[config.mk]
export PLATFORM = sky130hd
export DESIGN_NAME = rom_patch_unit
export DESIGN_NICKNAME = d
export VERILOG_FILES = /design/src/include/rom_patch_pkg.sv /design/src/rtl/patch_bank.sv /design/src/rtl/rom_patch_unit.sv
export SDC_FILE = /design/constraint.sdc
export NUM_CORES = 1
export LEC_CHECK = 0
export BUFFER_PORTS_ARGS = -buffer_cell sky130_fd_sc_hd__buf_2
export CORE_ASPECT_RATIO = 0.7
export CORE_UTILIZATION = 50
export DETAILED_ROUTE_END_ITERATION = 12
export PLACE_DENSITY = 0.67
export SLEW_MARGIN = 15
export SYNTH_ARGS = -nofsm -noshare
export SYNTH_HDL_FRONTEND = slang
export SYNTH_HIERARCHICAL = 1
export SYNTH_SLANG_ARGS = --single-unit
[constraint.sdc]
create_clock -name clk_in -period 3.26 [get_ports clk_in]
set_clock_uncertainty 0.1 [all_clocks]
set_input_delay 0.163 -clock clk_in [delete_from_list [all_inputs] [get_ports clk_in]]
set_output_delay 0.163 -clock clk_in [all_outputs]
set_load 0.05 [all_outputs]
[src/include/rom_patch_pkg.sv]
package rom_patch_pkg;

  // Address space and data widths
  localparam int ADDR_W = 20;
  localparam int BYTE_W = 8;
  localparam int DATA_W = 24;
  localparam int NUM_BANKS = 4;
  localparam int SLOTS_PER_BANK = 6;
  localparam int WDC_W = 5;
  localparam int BANK_W = 2;
  localparam int SLOT_W = 3;

  // Register map
  localparam logic [ADDR_W-1:0] PATCH_DATA_PORT_ADDR = 20'h0_0FE2;
  localparam logic [ADDR_W-1:0] PATCH_CONTROL_ADDR = 20'h0_0FE3;
  localparam logic [BYTE_W-1:0] PATCH_DATA_PORT_RESET = 8'h00;
  localparam logic [NUM_BANKS-1:0] PATCH_CONTROL_RESET = 4'h0;

  // Write byte counter figures
  localparam logic [WDC_W-1:0] WDC_RESET = 5'h00;
  localparam logic [WDC_W-1:0] WDC_LAST = 5'h17;
  localparam logic [SLOT_W-1:0] SLOT_FIRST = 3'h0;
  localparam logic [SLOT_W-1:0] SLOT_LAST = 3'h5;
  localparam logic [BANK_W-1:0] BANK_FIRST = 2'h0;

  // Slot order inside a bank
  localparam logic [SLOT_W-1:0] SLOT_ADDR_LO = 3'h0;
  localparam logic [SLOT_W-1:0] SLOT_ADDR_MID = 3'h1;
  localparam logic [SLOT_W-1:0] SLOT_ADDR_HI = 3'h2;
  localparam logic [SLOT_W-1:0] SLOT_DATA_LO = 3'h3;
  localparam logic [SLOT_W-1:0] SLOT_DATA_MID = 3'h4;
  localparam logic [SLOT_W-1:0] SLOT_DATA_HI = 3'h5;
  localparam int ADDR_HI_W = 4;

  // Memory regions that trap on fetch
  localparam logic [ADDR_W-1:0] SFR_LO = 20'h0_0000;
  localparam logic [ADDR_W-1:0] SFR_HI = 20'h0_003F;
  localparam logic [ADDR_W-1:0] RAM_LO = 20'h0_0040;
  localparam logic [ADDR_W-1:0] RAM_HI = 20'h0_06BF;
  localparam logic [ADDR_W-1:0] DBR_LO = 20'h0_0F80;
  localparam logic [ADDR_W-1:0] DBR_HI = 20'h0_0FFF;
  localparam logic [ADDR_W-1:0] WINDOW_LO = 20'h0_02C0;
  localparam logic [ADDR_W-1:0] WINDOW_HI = 20'h0_06BF;

  // Trap reset pulse timing
  localparam int CLK_MHZ = 125;
  localparam int TRAP_MIN_NS = 500;
  localparam int TRAP_MAX_NS = 1500;
  localparam int TRAP_CYCLES = (TRAP_MIN_NS * CLK_MHZ + 999) / 1000;
  localparam int TRAP_CNT_W = 8;

  // Read sizes
  localparam logic [1:0] SIZE_ONE = 2'h1;
  localparam logic [1:0] SIZE_TWO = 2'h2;
  localparam logic [1:0] SIZE_THREE = 2'h3;

  typedef struct packed {
    logic strobe;
    logic [ADDR_W-1:0] addr;
    logic [BYTE_W-1:0] data;
  } write_req_type;

  typedef struct packed {
    logic valid;
    logic [ADDR_W-1:0] addr;
  } fetch_req_type;

  typedef struct packed {
    logic valid;
    logic [ADDR_W-1:0] addr;
    logic [1:0] size;
    logic ptr_update;
  } read_req_type;

  typedef struct packed {
    logic redirect;
    logic [ADDR_W-1:0] target;
  } jump_type;

endpackage

[src/rtl/patch_bank.sv]
`timescale 1ns/1ps
module patch_bank (
  // Clock and reset
  input wire logic clk_in,
  input wire logic rstn_in,
  input wire logic ce_in,
  // Loading
  input wire logic wr_in,
  input wire logic [rom_patch_pkg::SLOT_W-1:0] slot_in,
  input wire logic [rom_patch_pkg::BYTE_W-1:0] byte_in,
  // Compare
  input wire logic [rom_patch_pkg::ADDR_W-1:0] fetch_addr_in,
  input wire logic [rom_patch_pkg::ADDR_W-1:0] read_addr_in,
  output logic loaded_out,
  output logic fetch_match_out,
  output logic read_match_out,
  output logic [rom_patch_pkg::DATA_W-1:0] payload_out
);

  logic [rom_patch_pkg::ADDR_W-1:0] start_q;
  logic [rom_patch_pkg::ADDR_W-1:0] start_d;
  logic [rom_patch_pkg::DATA_W-1:0] payload_q;
  logic [rom_patch_pkg::DATA_W-1:0] payload_d;
  logic loaded_q;
  logic loaded_d;

  ////////////////////////////////////////////////////////////////////////////
  always_comb begin
    start_d = start_q;
    payload_d = payload_q;
    loaded_d = loaded_q;
    if (wr_in) begin
      case (slot_in) // RULE11
        rom_patch_pkg::SLOT_ADDR_LO: start_d[7:0] = byte_in;
        rom_patch_pkg::SLOT_ADDR_MID: start_d[15:8] = byte_in;
        rom_patch_pkg::SLOT_ADDR_HI: begin
          start_d[19:16] = byte_in[rom_patch_pkg::ADDR_HI_W-1:0];
        end
        rom_patch_pkg::SLOT_DATA_LO: payload_d[7:0] = byte_in;
        rom_patch_pkg::SLOT_DATA_MID: payload_d[15:8] = byte_in;
        rom_patch_pkg::SLOT_DATA_HI: begin
          payload_d[23:16] = byte_in;
          loaded_d = 1'b1;
        end
        default: loaded_d = loaded_q;
      endcase
    end
  end

  always_ff @(posedge clk_in or negedge rstn_in) begin
    if (!rstn_in) begin
      start_q <= '0;
      payload_q <= '0;
      loaded_q <= 1'b0;
    end else if (ce_in) begin
      start_q <= start_d;
      payload_q <= payload_d;
      loaded_q <= loaded_d;
    end
  end

  ////////////////////////////////////////////////////////////////////////////
  // Only fully loaded banks compare; a half written address never hits on the first load
  assign loaded_out = loaded_q;
  assign fetch_match_out = loaded_q && (fetch_addr_in == start_q); // RULE19
  assign read_match_out = loaded_q && (read_addr_in == start_q); // RULE19
  assign payload_out = payload_q;

endmodule

[src/rtl/rom_patch_unit.sv]
`timescale 1ns/1ps
// Function
// RULE1: Four independent banks, each patching one ROM location at once.
// RULE2: Each bank redirects a fetch or substitutes up to three data bytes.
// RULE3: Per-bank mode select bits 0..3 sit in the patch control register.
// RULE4: After reset the unit is disabled and alters nothing.
// RULE5: Unit enables once one bank's full six bytes are written.
// RULE6: When enabled, fetches from RAM 02C0H..06BFH do not trap.
// RULE7: Software cannot disable the unit; only reset does.
// RULE8: Fetch from RAM, data buffer or special area raises trap reset.
// RULE9: Each data port write stores into the counter's slot, then increments.
// RULE10: Reset clears the write byte counter so bank 0 fills first.
// RULE11: Software writes address low, mid, upper, then data low, mid, upper.
// RULE12: Counter equals bytes stored, 1..23, and wraps to 0 on 24th.
// RULE13: Software keeps bank start addresses over five apart.
// RULE14: Software never patches an idle-mode instruction address.
// RULE15: Redirect mode turns a fetch at the start address into a jump.
// RULE16: Mode bit 0 selects redirect, 1 selects data substitution.
// RULE17: Substitution replaces the first one, two or three bytes read.
// RULE18: Post-increment or pre-decrement pointer reads are never substituted.
// RULE19: Compare against loaded banks combinationally, adding no wait cycles.
module rom_patch_unit #(
  parameter logic [rom_patch_pkg::ADDR_W-1:0] RAM_LO = rom_patch_pkg::RAM_LO,
  parameter logic [rom_patch_pkg::ADDR_W-1:0] RAM_HI = rom_patch_pkg::RAM_HI
) (
  // Clock and reset
  input wire logic clk_in,
  input wire logic rstn_in,
  input wire logic ce_in,
  // CPU register writes
  input wire rom_patch_pkg::write_req_type wr_in,
  // Instruction fetch path
  input wire rom_patch_pkg::fetch_req_type fetch_in,
  output rom_patch_pkg::jump_type jump_out,
  // Data read path
  input wire rom_patch_pkg::read_req_type read_in,
  input wire logic [rom_patch_pkg::DATA_W-1:0] rom_data_in,
  output logic [rom_patch_pkg::DATA_W-1:0] read_data_out,
  output logic read_patched_out,
  // Status
  output logic enabled_out,
  output logic [rom_patch_pkg::NUM_BANKS-1:0] mode_out,
  output logic [rom_patch_pkg::WDC_W-1:0] write_count_out,
  // Reset pin, open drain
  output logic reset_pin_out,
  output logic reset_pin_oe_out,
  output logic trap_out
);

  localparam int NB = rom_patch_pkg::NUM_BANKS;
  localparam int TRAP_LEN = rom_patch_pkg::TRAP_CYCLES;
  localparam logic [rom_patch_pkg::TRAP_CNT_W-1:0] TRAP_LOAD =
    rom_patch_pkg::TRAP_CNT_W'(TRAP_LEN);

  function automatic logic in_range(
    input logic [rom_patch_pkg::ADDR_W-1:0] a,
    input logic [rom_patch_pkg::ADDR_W-1:0] lo,
    input logic [rom_patch_pkg::ADDR_W-1:0] hi
  );
    in_range = (a >= lo) && (a <= hi);
  endfunction

  ////////////////////////////////////////////////////////////////////////////
  // Loading state
  logic [rom_patch_pkg::WDC_W-1:0] wdc_q;
  logic [rom_patch_pkg::WDC_W-1:0] wdc_d;
  logic [rom_patch_pkg::BANK_W-1:0] bank_q;
  logic [rom_patch_pkg::BANK_W-1:0] bank_d;
  logic [rom_patch_pkg::SLOT_W-1:0] slot_q;
  logic [rom_patch_pkg::SLOT_W-1:0] slot_d;
  logic [NB-1:0] mode_q;
  logic [NB-1:0] mode_d;
  logic enabled_q;
  logic enabled_d;
  logic data_wr;
  logic ctrl_wr;
  logic [NB-1:0] loaded;

  assign data_wr = wr_in.strobe &&
    (wr_in.addr == rom_patch_pkg::PATCH_DATA_PORT_ADDR);
  assign ctrl_wr = wr_in.strobe &&
    (wr_in.addr == rom_patch_pkg::PATCH_CONTROL_ADDR);

  always_comb begin
    wdc_d = wdc_q;
    bank_d = bank_q;
    slot_d = slot_q;
    mode_d = mode_q;
    enabled_d = enabled_q;
    if (ctrl_wr) begin
      mode_d = wr_in.data[NB-1:0]; // RULE3
    end
    if (data_wr) begin
      if (wdc_q == rom_patch_pkg::WDC_LAST) begin
        wdc_d = rom_patch_pkg::WDC_RESET; // RULE12
      end else begin
        wdc_d = wdc_q + 1'b1; // RULE9
      end
      if (slot_q == rom_patch_pkg::SLOT_LAST) begin
        slot_d = rom_patch_pkg::SLOT_FIRST;
        bank_d = bank_q + 1'b1;
      end else begin
        slot_d = slot_q + 1'b1;
      end
    end
    // Sticky: no write path clears it
    if (|loaded) begin
      enabled_d = 1'b1; // RULE5 RULE7
    end
  end

  always_ff @(posedge clk_in or negedge rstn_in) begin
    if (!rstn_in) begin
      wdc_q <= rom_patch_pkg::WDC_RESET; // RULE10
      bank_q <= rom_patch_pkg::BANK_FIRST;
      slot_q <= rom_patch_pkg::SLOT_FIRST;
      mode_q <= rom_patch_pkg::PATCH_CONTROL_RESET;
      enabled_q <= 1'b0; // RULE4
    end else if (ce_in) begin
      wdc_q <= wdc_d;
      bank_q <= bank_d;
      slot_q <= slot_d;
      mode_q <= mode_d;
      enabled_q <= enabled_d;
    end
  end

  ////////////////////////////////////////////////////////////////////////////
  // Banks
  logic [NB-1:0] fetch_match;
  logic [NB-1:0] read_match;
  logic [rom_patch_pkg::DATA_W-1:0] payload [NB];

  genvar g;
  generate
    for (g = 0; g < NB; g++) begin : gen_bank
      patch_bank u_bank ( // RULE1
        .clk_in(clk_in),
        .rstn_in(rstn_in),
        .ce_in(ce_in),
        .wr_in(data_wr && (bank_q == rom_patch_pkg::BANK_W'(g))), // RULE9
        .slot_in(slot_q),
        .byte_in(wr_in.data),
        .fetch_addr_in(fetch_in.addr),
        .read_addr_in(read_in.addr),
        .loaded_out(loaded[g]),
        .fetch_match_out(fetch_match[g]),
        .read_match_out(read_match[g]),
        .payload_out(payload[g])
      );
    end
  endgenerate

  ////////////////////////////////////////////////////////////////////////////
  // Fetch redirect and data substitution, lowest bank wins on overlap
  always_comb begin
    jump_out = '0;
    read_data_out = rom_data_in;
    read_patched_out = 1'b0;
    if (enabled_q) begin // RULE4
      for (int i = NB - 1; i >= 0; i--) begin
        if (fetch_in.valid && fetch_match[i] && !mode_q[i]) begin // RULE16
          jump_out.redirect = 1'b1; // RULE15 RULE2
          jump_out.target = payload[i][rom_patch_pkg::ADDR_W-1:0];
        end
      end
      for (int i = NB - 1; i >= 0; i--) begin
        if (read_in.valid && read_match[i] && mode_q[i] &&
            !read_in.ptr_update) begin // RULE16 RULE18
          read_patched_out = 1'b1; // RULE2
          read_data_out = rom_data_in;
          read_data_out[7:0] = payload[i][7:0]; // RULE17
          if (read_in.size != rom_patch_pkg::SIZE_ONE) begin
            read_data_out[15:8] = payload[i][15:8]; // RULE17
          end
          if (read_in.size == rom_patch_pkg::SIZE_THREE) begin
            read_data_out[23:16] = payload[i][23:16]; // RULE17
          end
        end
      end
    end
  end

  ////////////////////////////////////////////////////////////////////////////
  // Address trap reset; the pulse uses the shortest legal length
  logic [rom_patch_pkg::TRAP_CNT_W-1:0] trap_cnt_q;
  logic [rom_patch_pkg::TRAP_CNT_W-1:0] trap_cnt_d;
  logic trap_hit;
  logic in_window;

  assign in_window = enabled_q && in_range(fetch_in.addr,
    rom_patch_pkg::WINDOW_LO, rom_patch_pkg::WINDOW_HI); // RULE6
  assign trap_hit = fetch_in.valid && !in_window &&
    (in_range(fetch_in.addr, rom_patch_pkg::SFR_LO, rom_patch_pkg::SFR_HI) ||
     in_range(fetch_in.addr, RAM_LO, RAM_HI) ||
     in_range(fetch_in.addr, rom_patch_pkg::DBR_LO,
       rom_patch_pkg::DBR_HI)); // RULE8

  always_comb begin
    trap_cnt_d = trap_cnt_q;
    if (trap_cnt_q != '0) begin
      trap_cnt_d = trap_cnt_q - 1'b1;
    end else if (trap_hit) begin
      trap_cnt_d = TRAP_LOAD; // RULE8
    end
  end

  always_ff @(posedge clk_in or negedge rstn_in) begin
    if (!rstn_in) begin
      trap_cnt_q <= '0;
    end else if (ce_in) begin
      trap_cnt_q <= trap_cnt_d;
    end
  end

  assign trap_out = (trap_cnt_q != '0);
  assign reset_pin_out = 1'b0;
  assign reset_pin_oe_out = trap_out; // RULE8
  assign enabled_out = enabled_q;
  assign mode_out = mode_q;
  assign write_count_out = wdc_q;

endmodule

# [Yosys cells after proc, flatten, opt, wreduce, memory -nomap -nowiden]
# Cells that the tools add are included.
[classes] addsub=4 order_cmp=7 eq_ne=21 muxes=27 n_reduce_logical=83
[ops] op="== test 20 bit" count=8
[ops] op="two-way mux 24 bit" count=5
[ops] op="two-way mux 21 bit" count=5
[ops] op="two-way mux 8 bit" count=10
[ops] op="AND reduction 3 bit" count=25
[ops] op="logical AND 1 bit" count=41
[ops] op="== test 20 x 12 -> 1 bit, second input constant" count=2
[ops] op="greater-or-equal comparator 20 x 1 -> 1 bit, second input constant" count=1
[ops] op="greater-or-equal comparator 20 x 10 -> 1 bit, second input constant" count=1
[ops] op="greater-or-equal comparator 20 x 12 -> 1 bit, second input constant" count=1
[ops] op="greater-or-equal comparator 20 x 7 -> 1 bit, second input constant" count=1
[ops] op="less-or-equal comparator 20 x 11 -> 1 bit, second input constant" count=1
[ops] op="less-or-equal comparator 20 x 12 -> 1 bit, second input constant" count=1
[ops] op="less-or-equal comparator 20 x 6 -> 1 bit, second input constant" count=1
[ops] op="AND reduction 2 bit" count=4
[ops] op="nonzero test 8 bit" count=1
[ops] op="subtractor 8 x 1 -> 8 bit, second input constant" count=1
[ops] op="== test 2 bit, second input constant" count=3
[ops] op="== test 3 x 2 -> 1 bit, second input constant" count=2
[ops] op="== test 3 bit, second input constant" count=2
[ops] op="logical NOT 1 bit" count=6
[ops] op="adder 5 x 1 -> 5 bit, second input constant" count=1
[ops] op="== test 5 bit, second input constant" count=1
[ops] op="two-way mux 1 bit" count=5
[ops] op="12 further kinds" count=13
[totals] reg_bits=203 inputBits=101 output_inout_bits=59 word_cells=176

# [Depth between registers and ports, before layout]
[depth] ltp_word=10 ltp_mapped=10 ltp_nobuf=8

# [Modules after synthesis]
# Netlist, hierarchy kept.
[modules_own_cells] module="patch_bank" n_inst=4 cells_per_inst=155 area_each_um2=2150.8 seq_area_each_um2=1126.1
[modules_own_cells] module="rom_patch_unit" n_inst=1 cells_per_inst=460 area_each_um2=3299.4 seq_area_each_um2=575.6

# [Worst setup path before layout]
# Ideal clock, no wire load.
[synth_timing] kind="reg2out" from="register gen_bank[2].u_bank/start_q[15] (netlist name)" to="output jump_out[6] (netlist name)" t_arrival_ps=3506 required_time_ps=2997 slack_ps=-509 stages_incl_launch_ff=10 path_buffers=1 path_cell_list="dfrtp_1 xor2_1 nor4_1 nand4_1 nor4_1 and3b_1 clkbuf_1 nand2_1 and3_1 o41ai_1"
[synth_rtl] item="from (decl)" line_no="patch_bank.sv:20" rtl="logic [rom_patch_pkg::ADDR_W-1:0] start_q;"
[synth_rtl] item="from (signal assigned)" line_no="patch_bank.sv:56" rtl="start_q <= start_d;"
[synth_rtl] item="to (decl)" line_no="rom_patch_unit.sv:34" rtl="output rom_patch_pkg::jump_type jump_out,"

# [Final worst setup path]
[layout_timing] from="register gen_bank[1].u_bank/start_q[19] (netlist name)" to="output read_data_out[3] (netlist name)"
[layout_between] elab_chain_len=8
[layout_lines] item="from (decl)" line_no="patch_bank.sv:20"
[layout_lines] item="from (signal assigned)" line_no="patch_bank.sv:56"
[layout_lines] item="== test 20 bit" line_no="patch_bank.sv:66" rtl="assign read_match_out = loaded_q && (read_addr_in == start_q);"
[layout_lines] item="logical AND 1 bit" line_no="patch_bank.sv:66"
[layout_lines] item="named net read_match[1]" line_no="rom_patch_unit.sv:131" rtl="logic [NB-1:0] read_match;"
[layout_lines] item="logical AND 1 bit (3 in series)" line_no="rom_patch_unit.sv:168" rtl="if (read_in.valid && read_match[i] && mode_q[i] &&"
[layout_lines] item="two-way mux 24 bit (2 in series)" line_no="rom_patch_unit.sv:168"
[layout_lines] item="two-way mux 24 bit" line_no="rom_patch_unit.sv:160" rtl="if (enabled_q) begin"
[layout_lines] item="to (decl)" line_no="rom_patch_unit.sv:38" rtl="output logic [rom_patch_pkg::DATA_W-1:0] read_data_out,"
# The timed path passes the listed nets, and every way through them passes these cells.

==> results.sh <==
export IMPL_vias=10010
export IMPL_crit_type="flop to primary output"
export IMPL_fin_nets=1397
export IMPL_sw_frac_of_total_pct=24.88
export IMPL_initial_core_util_pct=51.70
export IMPL_wire_per_inst_um=24.10
export IMPL_internal_power_mw=4.423
export IMPL_seq_power_share_pct=44.3
export IMPL_stdcell_count=1616
export IMPL_drv_slew=0
export IMPL_synth_seq_cells=203
export IMPL_tns_ns=-7.600
export IMPL_slew_headroom_pct=25.78
export IMPL_whs_ns=0.1251
export IMPL_firstDrtPassIters=7
export IMPL_crit_slowest_cell="a222oi_1"
export IMPL_setup_viol=42
export IMPL_endpoint_kind="primary output"
export IMPL_fin_ws_ns=-0.3797
export IMPL_cts_root_buffer="clkbuf_16"
export IMPL_synth_area_sq_um=11900
export IMPL_ys_seq_area_share_pct=42.68
export IMPL_crit_chain="xor2_1, nor4_2, nand3_1, nor4_4, a22o_1, a211oi_2, nand2b_4, buf_12, a222oi_1, buf_4"
export IMPL_grt_pass1_wl_um=57880
export IMPL_core_sq_um=23020
export IMPL_h_tree_depth=1
export IMPL_hp_class="primary input to async pin"
export IMPL_fmax_ghz=0.2747
export IMPL_hold_viol_final=0
export IMPL_cts_tree="yes"
export IMPL_synthArstFlopShare_pct=100.0
export IMPL_synth_cell_type_count=60
export IMPL_numClockSinks=203
export IMPL_final_cell_area_sq_um=15130
export IMPL_period_needed_ns=3.640
export IMPL_ys_warn_count=6
export IMPL_startpoint_type="flop"
export IMPL_p_switching_mw=1.465
export IMPL_synth_flop_cell="dfrtp_1"
export IMPL_clk_path_buf_depth=3
export IMPL_status="finished with violations"
export IMPL_gp_congestion=0.9280
export IMPL_diodes=0
export IMPL_final_cell_mix="202 x dfrtp_1, 186 x mux2_2, 111 x buf_2, 99 x xnor2_1, 65 x xor2_1"
export IMPL_cpPeakStageDelay_ns=0.41
export IMPL_io_buffers=158
export IMPL_violations="setup timing"
export IMPL_ff_latch_area_sq_um=5081
export IMPL_synth_edf_count=0
export IMPL_dieArea_sq_um=24440
export IMPL_cp_max_fo=8
export IMPL_peakVddDrop_v=0.0003244
export IMPL_grt_pass1_vias=9498
export IMPL_drt_iter0_markers=1146
export IMPL_overflow=0
export IMPL_clkPwrFrac_pct=45.8
export IMPL_worst_pin_slew_ns=1.113
export IMPL_antenna_found_initial=1
export IMPL_die_w_um=186.4
export IMPL_rsz0062_at_grt="true"
export IMPL_cts_buffers=22
export IMPL_grt_total_usage_pct=31.25
export IMPL_fill_cells=1860
export IMPL_grt_max_degree=78
export IMPL_critPathArrivalTime_ns=3.38
export IMPL_multiInputGateArea_sq_um=7088
export IMPL_dpl_cell_area_sq_um=13270
export IMPL_clkLatencyLatePin_ns=0.51
export IMPL_drc=0
export IMPL_p_leak_nw=7.187
export IMPL_area_growth_syn_to_layout_pct=27.14
export IMPL_viasPerCell=6.194
export IMPL_cp_data_required_time_ns=3.00
export IMPL_postSynthAreaPerCell_sq_um=11.02
export IMPL_placedCellCount=1549
export IMPL_hpwlAfterDp_um=26260
export IMPL_ios=160
export IMPL_syn_nets=1187
export IMPL_final_common_cell="dfrtp_1"
export IMPL_drt_total_wl_um=38950
export IMPL_netlist_instances=1080
export IMPL_power_density_nw_per_um2=389.1
export IMPL_cap_violations=0
export IMPL_layout_drive_gt1_share_pct=41.41
export IMPL_final_antenna_net_count=0
export IMPL_pwr_share_comb_pct=9.9
export IMPL_clkTransAtPathRegs_ns=0.06
export IMPL_dieHeight_um=131.1
export IMPL_min_period_over_period_pct=111.6
export IMPL_rows=46
==> critical path, delay by kind of cell, from the launching register on <==
family / cells / cell delay [ns]
AOI/OAI and AO/OA: 3 / 0.77
buffers and inverters: 2 / 0.42
and+or+nand+nor: 4 / 1.09
DFF: 1 / 0.40
xor gates and xnor gates: 1 / 0.18
==> logic make-up after synthesis <==
| logic type | Yosys count | synth area share (%) |
|---|---|---|
| simple gates | 290 | 14.20 |
| mux | 206 | 19.29 |
| flops | 203 | 42.68 |
| xor+xnor | 164 | 12.07 |
| compound gates | 155 | 9.114 |
| buf+inv | 55 | 1.987 |
| fa+ha+maj | 6 | 0.6307 |
| other cells | 1 | 0.03151 |
==> stage by stage <==
| step | utilization, % | power, mW | worst slack (ns) |
|---|---|---|---|
| global placement | 57.65 | 3.193 | 0.02830 |
| global route | 65.73 | 6.071 | -0.5101 |
| floorplan | - | 2.911 | -0.1498 |
| finish | 65.73 | 5.888 | -0.3797 |
| detailed placement | 57.65 | 3.200 | 0.01637 |
| CTS | 63.35 | 5.906 | -0.2952 |
==> metal layers <==
| layer | part of all wire, % | global-route usage (%) | wire (um) | vias up |
|---|---|---|---|---|
| met5 | 0 | 0 | 0 | - |
| met4 | 1.7 | 6.806 | 672 | 0 |
| met3 | 9.3 | 6.149 | 3609 | 49 |
| met2 | 43 | 45.63 | 16600 | 501 |
| met1 | 46 | 47.66 | 18070 | 5046 |
| li1 | - | - | - | 4414 |
==> final cells by class <==
class | instances | area share (%)
tap | 312 | 2.580
timing repair buffer | 223 | 11.45
multi-input combinational | 822 | 46.84
clock inverter | 5 | 0.6614
clock buffer | 33 | 4.448
sequential | 203 | 33.58
inverter | 18 | 0.4465
==> power groups by stage <==
stage	logic, mW	clock network (mW)	registers [mW]
finish	0.583	2.70	2.61
global placement	0.543	0	2.65
CTS	0.578	2.72	2.61
floorplan	0.271	0	2.64
detailed placement	0.549	0	2.65
global route	0.629	2.83	2.61
==> cells in the mapped netlist, types with 25 or more instances <==
cell / instances / area [sq um]
dfrtp_1: 203 / 5080
mux2_2: 186 / 2095
xnor2_1: 99 / 867.1
xor2_1: 65 / 569.3
nand2_1: 59 / 221.5
nand3_1: 57 / 285.3
o21ai_0: 38 / 190.2
a31oi_1: 28 / 175.2
clkbuf_1: 27 / 101.4
nor4_1: 27 / 168.9
nand4_1: 26 / 162.7
nor2_1: 25 / 93.84
==> what timing repair did <==
item / 4_1_cts / 5_1_grt
pin swaps: 32 / 85
endpoints found under the setup margin: 46 / 46
cloned: 3 / 3
resized for setup: 121 / 108
setup buffers: 12 / 9
hold buffers: 2 / 0
endpoints found under the hold margin: 76 / 0
==> flip-flops by register name (all words and copies together) (netlist names) <==
register	count
gen_bank.u_bank/start_q	80
gen_bank.u_bank/loaded_out	4
enabled_out	1
slot_q	3
trap_cnt_q	8
gen_bank.u_bank/payload_out	96
mode_out	4
write_count_out	5
bank_q	2
==> final timing paths <==
check / from / to / slack [ns] / cells after the start
max in group asynchronous: rstn_in / gen_bank[0].u_bank/payload_out[9]$_DFFE_PN0P_ / 1.94 / 3
worst min register to register: gen_bank[1].u_bank/payload_out[23]$_DFFE_PN0P_ / gen_bank[1].u_bank/payload_out[23]$_DFFE_PN0P_ / 0.41 / 1
worst max register to register: trap_cnt_q[0]$_DFFE_PN0P_ / trap_cnt_q[1]$_DFFE_PN0P_ / 0.88 / 6
worst min-delay path: rstn_in / gen_bank[2].u_bank/start_q[12]$_DFFE_PN0P_ / 0.13 / 2
worst max-delay path: gen_bank[1].u_bank/start_q[19]$_DFFE_PN0P_ / read_data_out[3] / -0.38 / 10
min in group clk_in: fetch_in[7] / trap_cnt_q[4]$_DFFE_PN0P_ / 0.14 / 5
No activity file was read; power rests on OpenSTA's default activity.
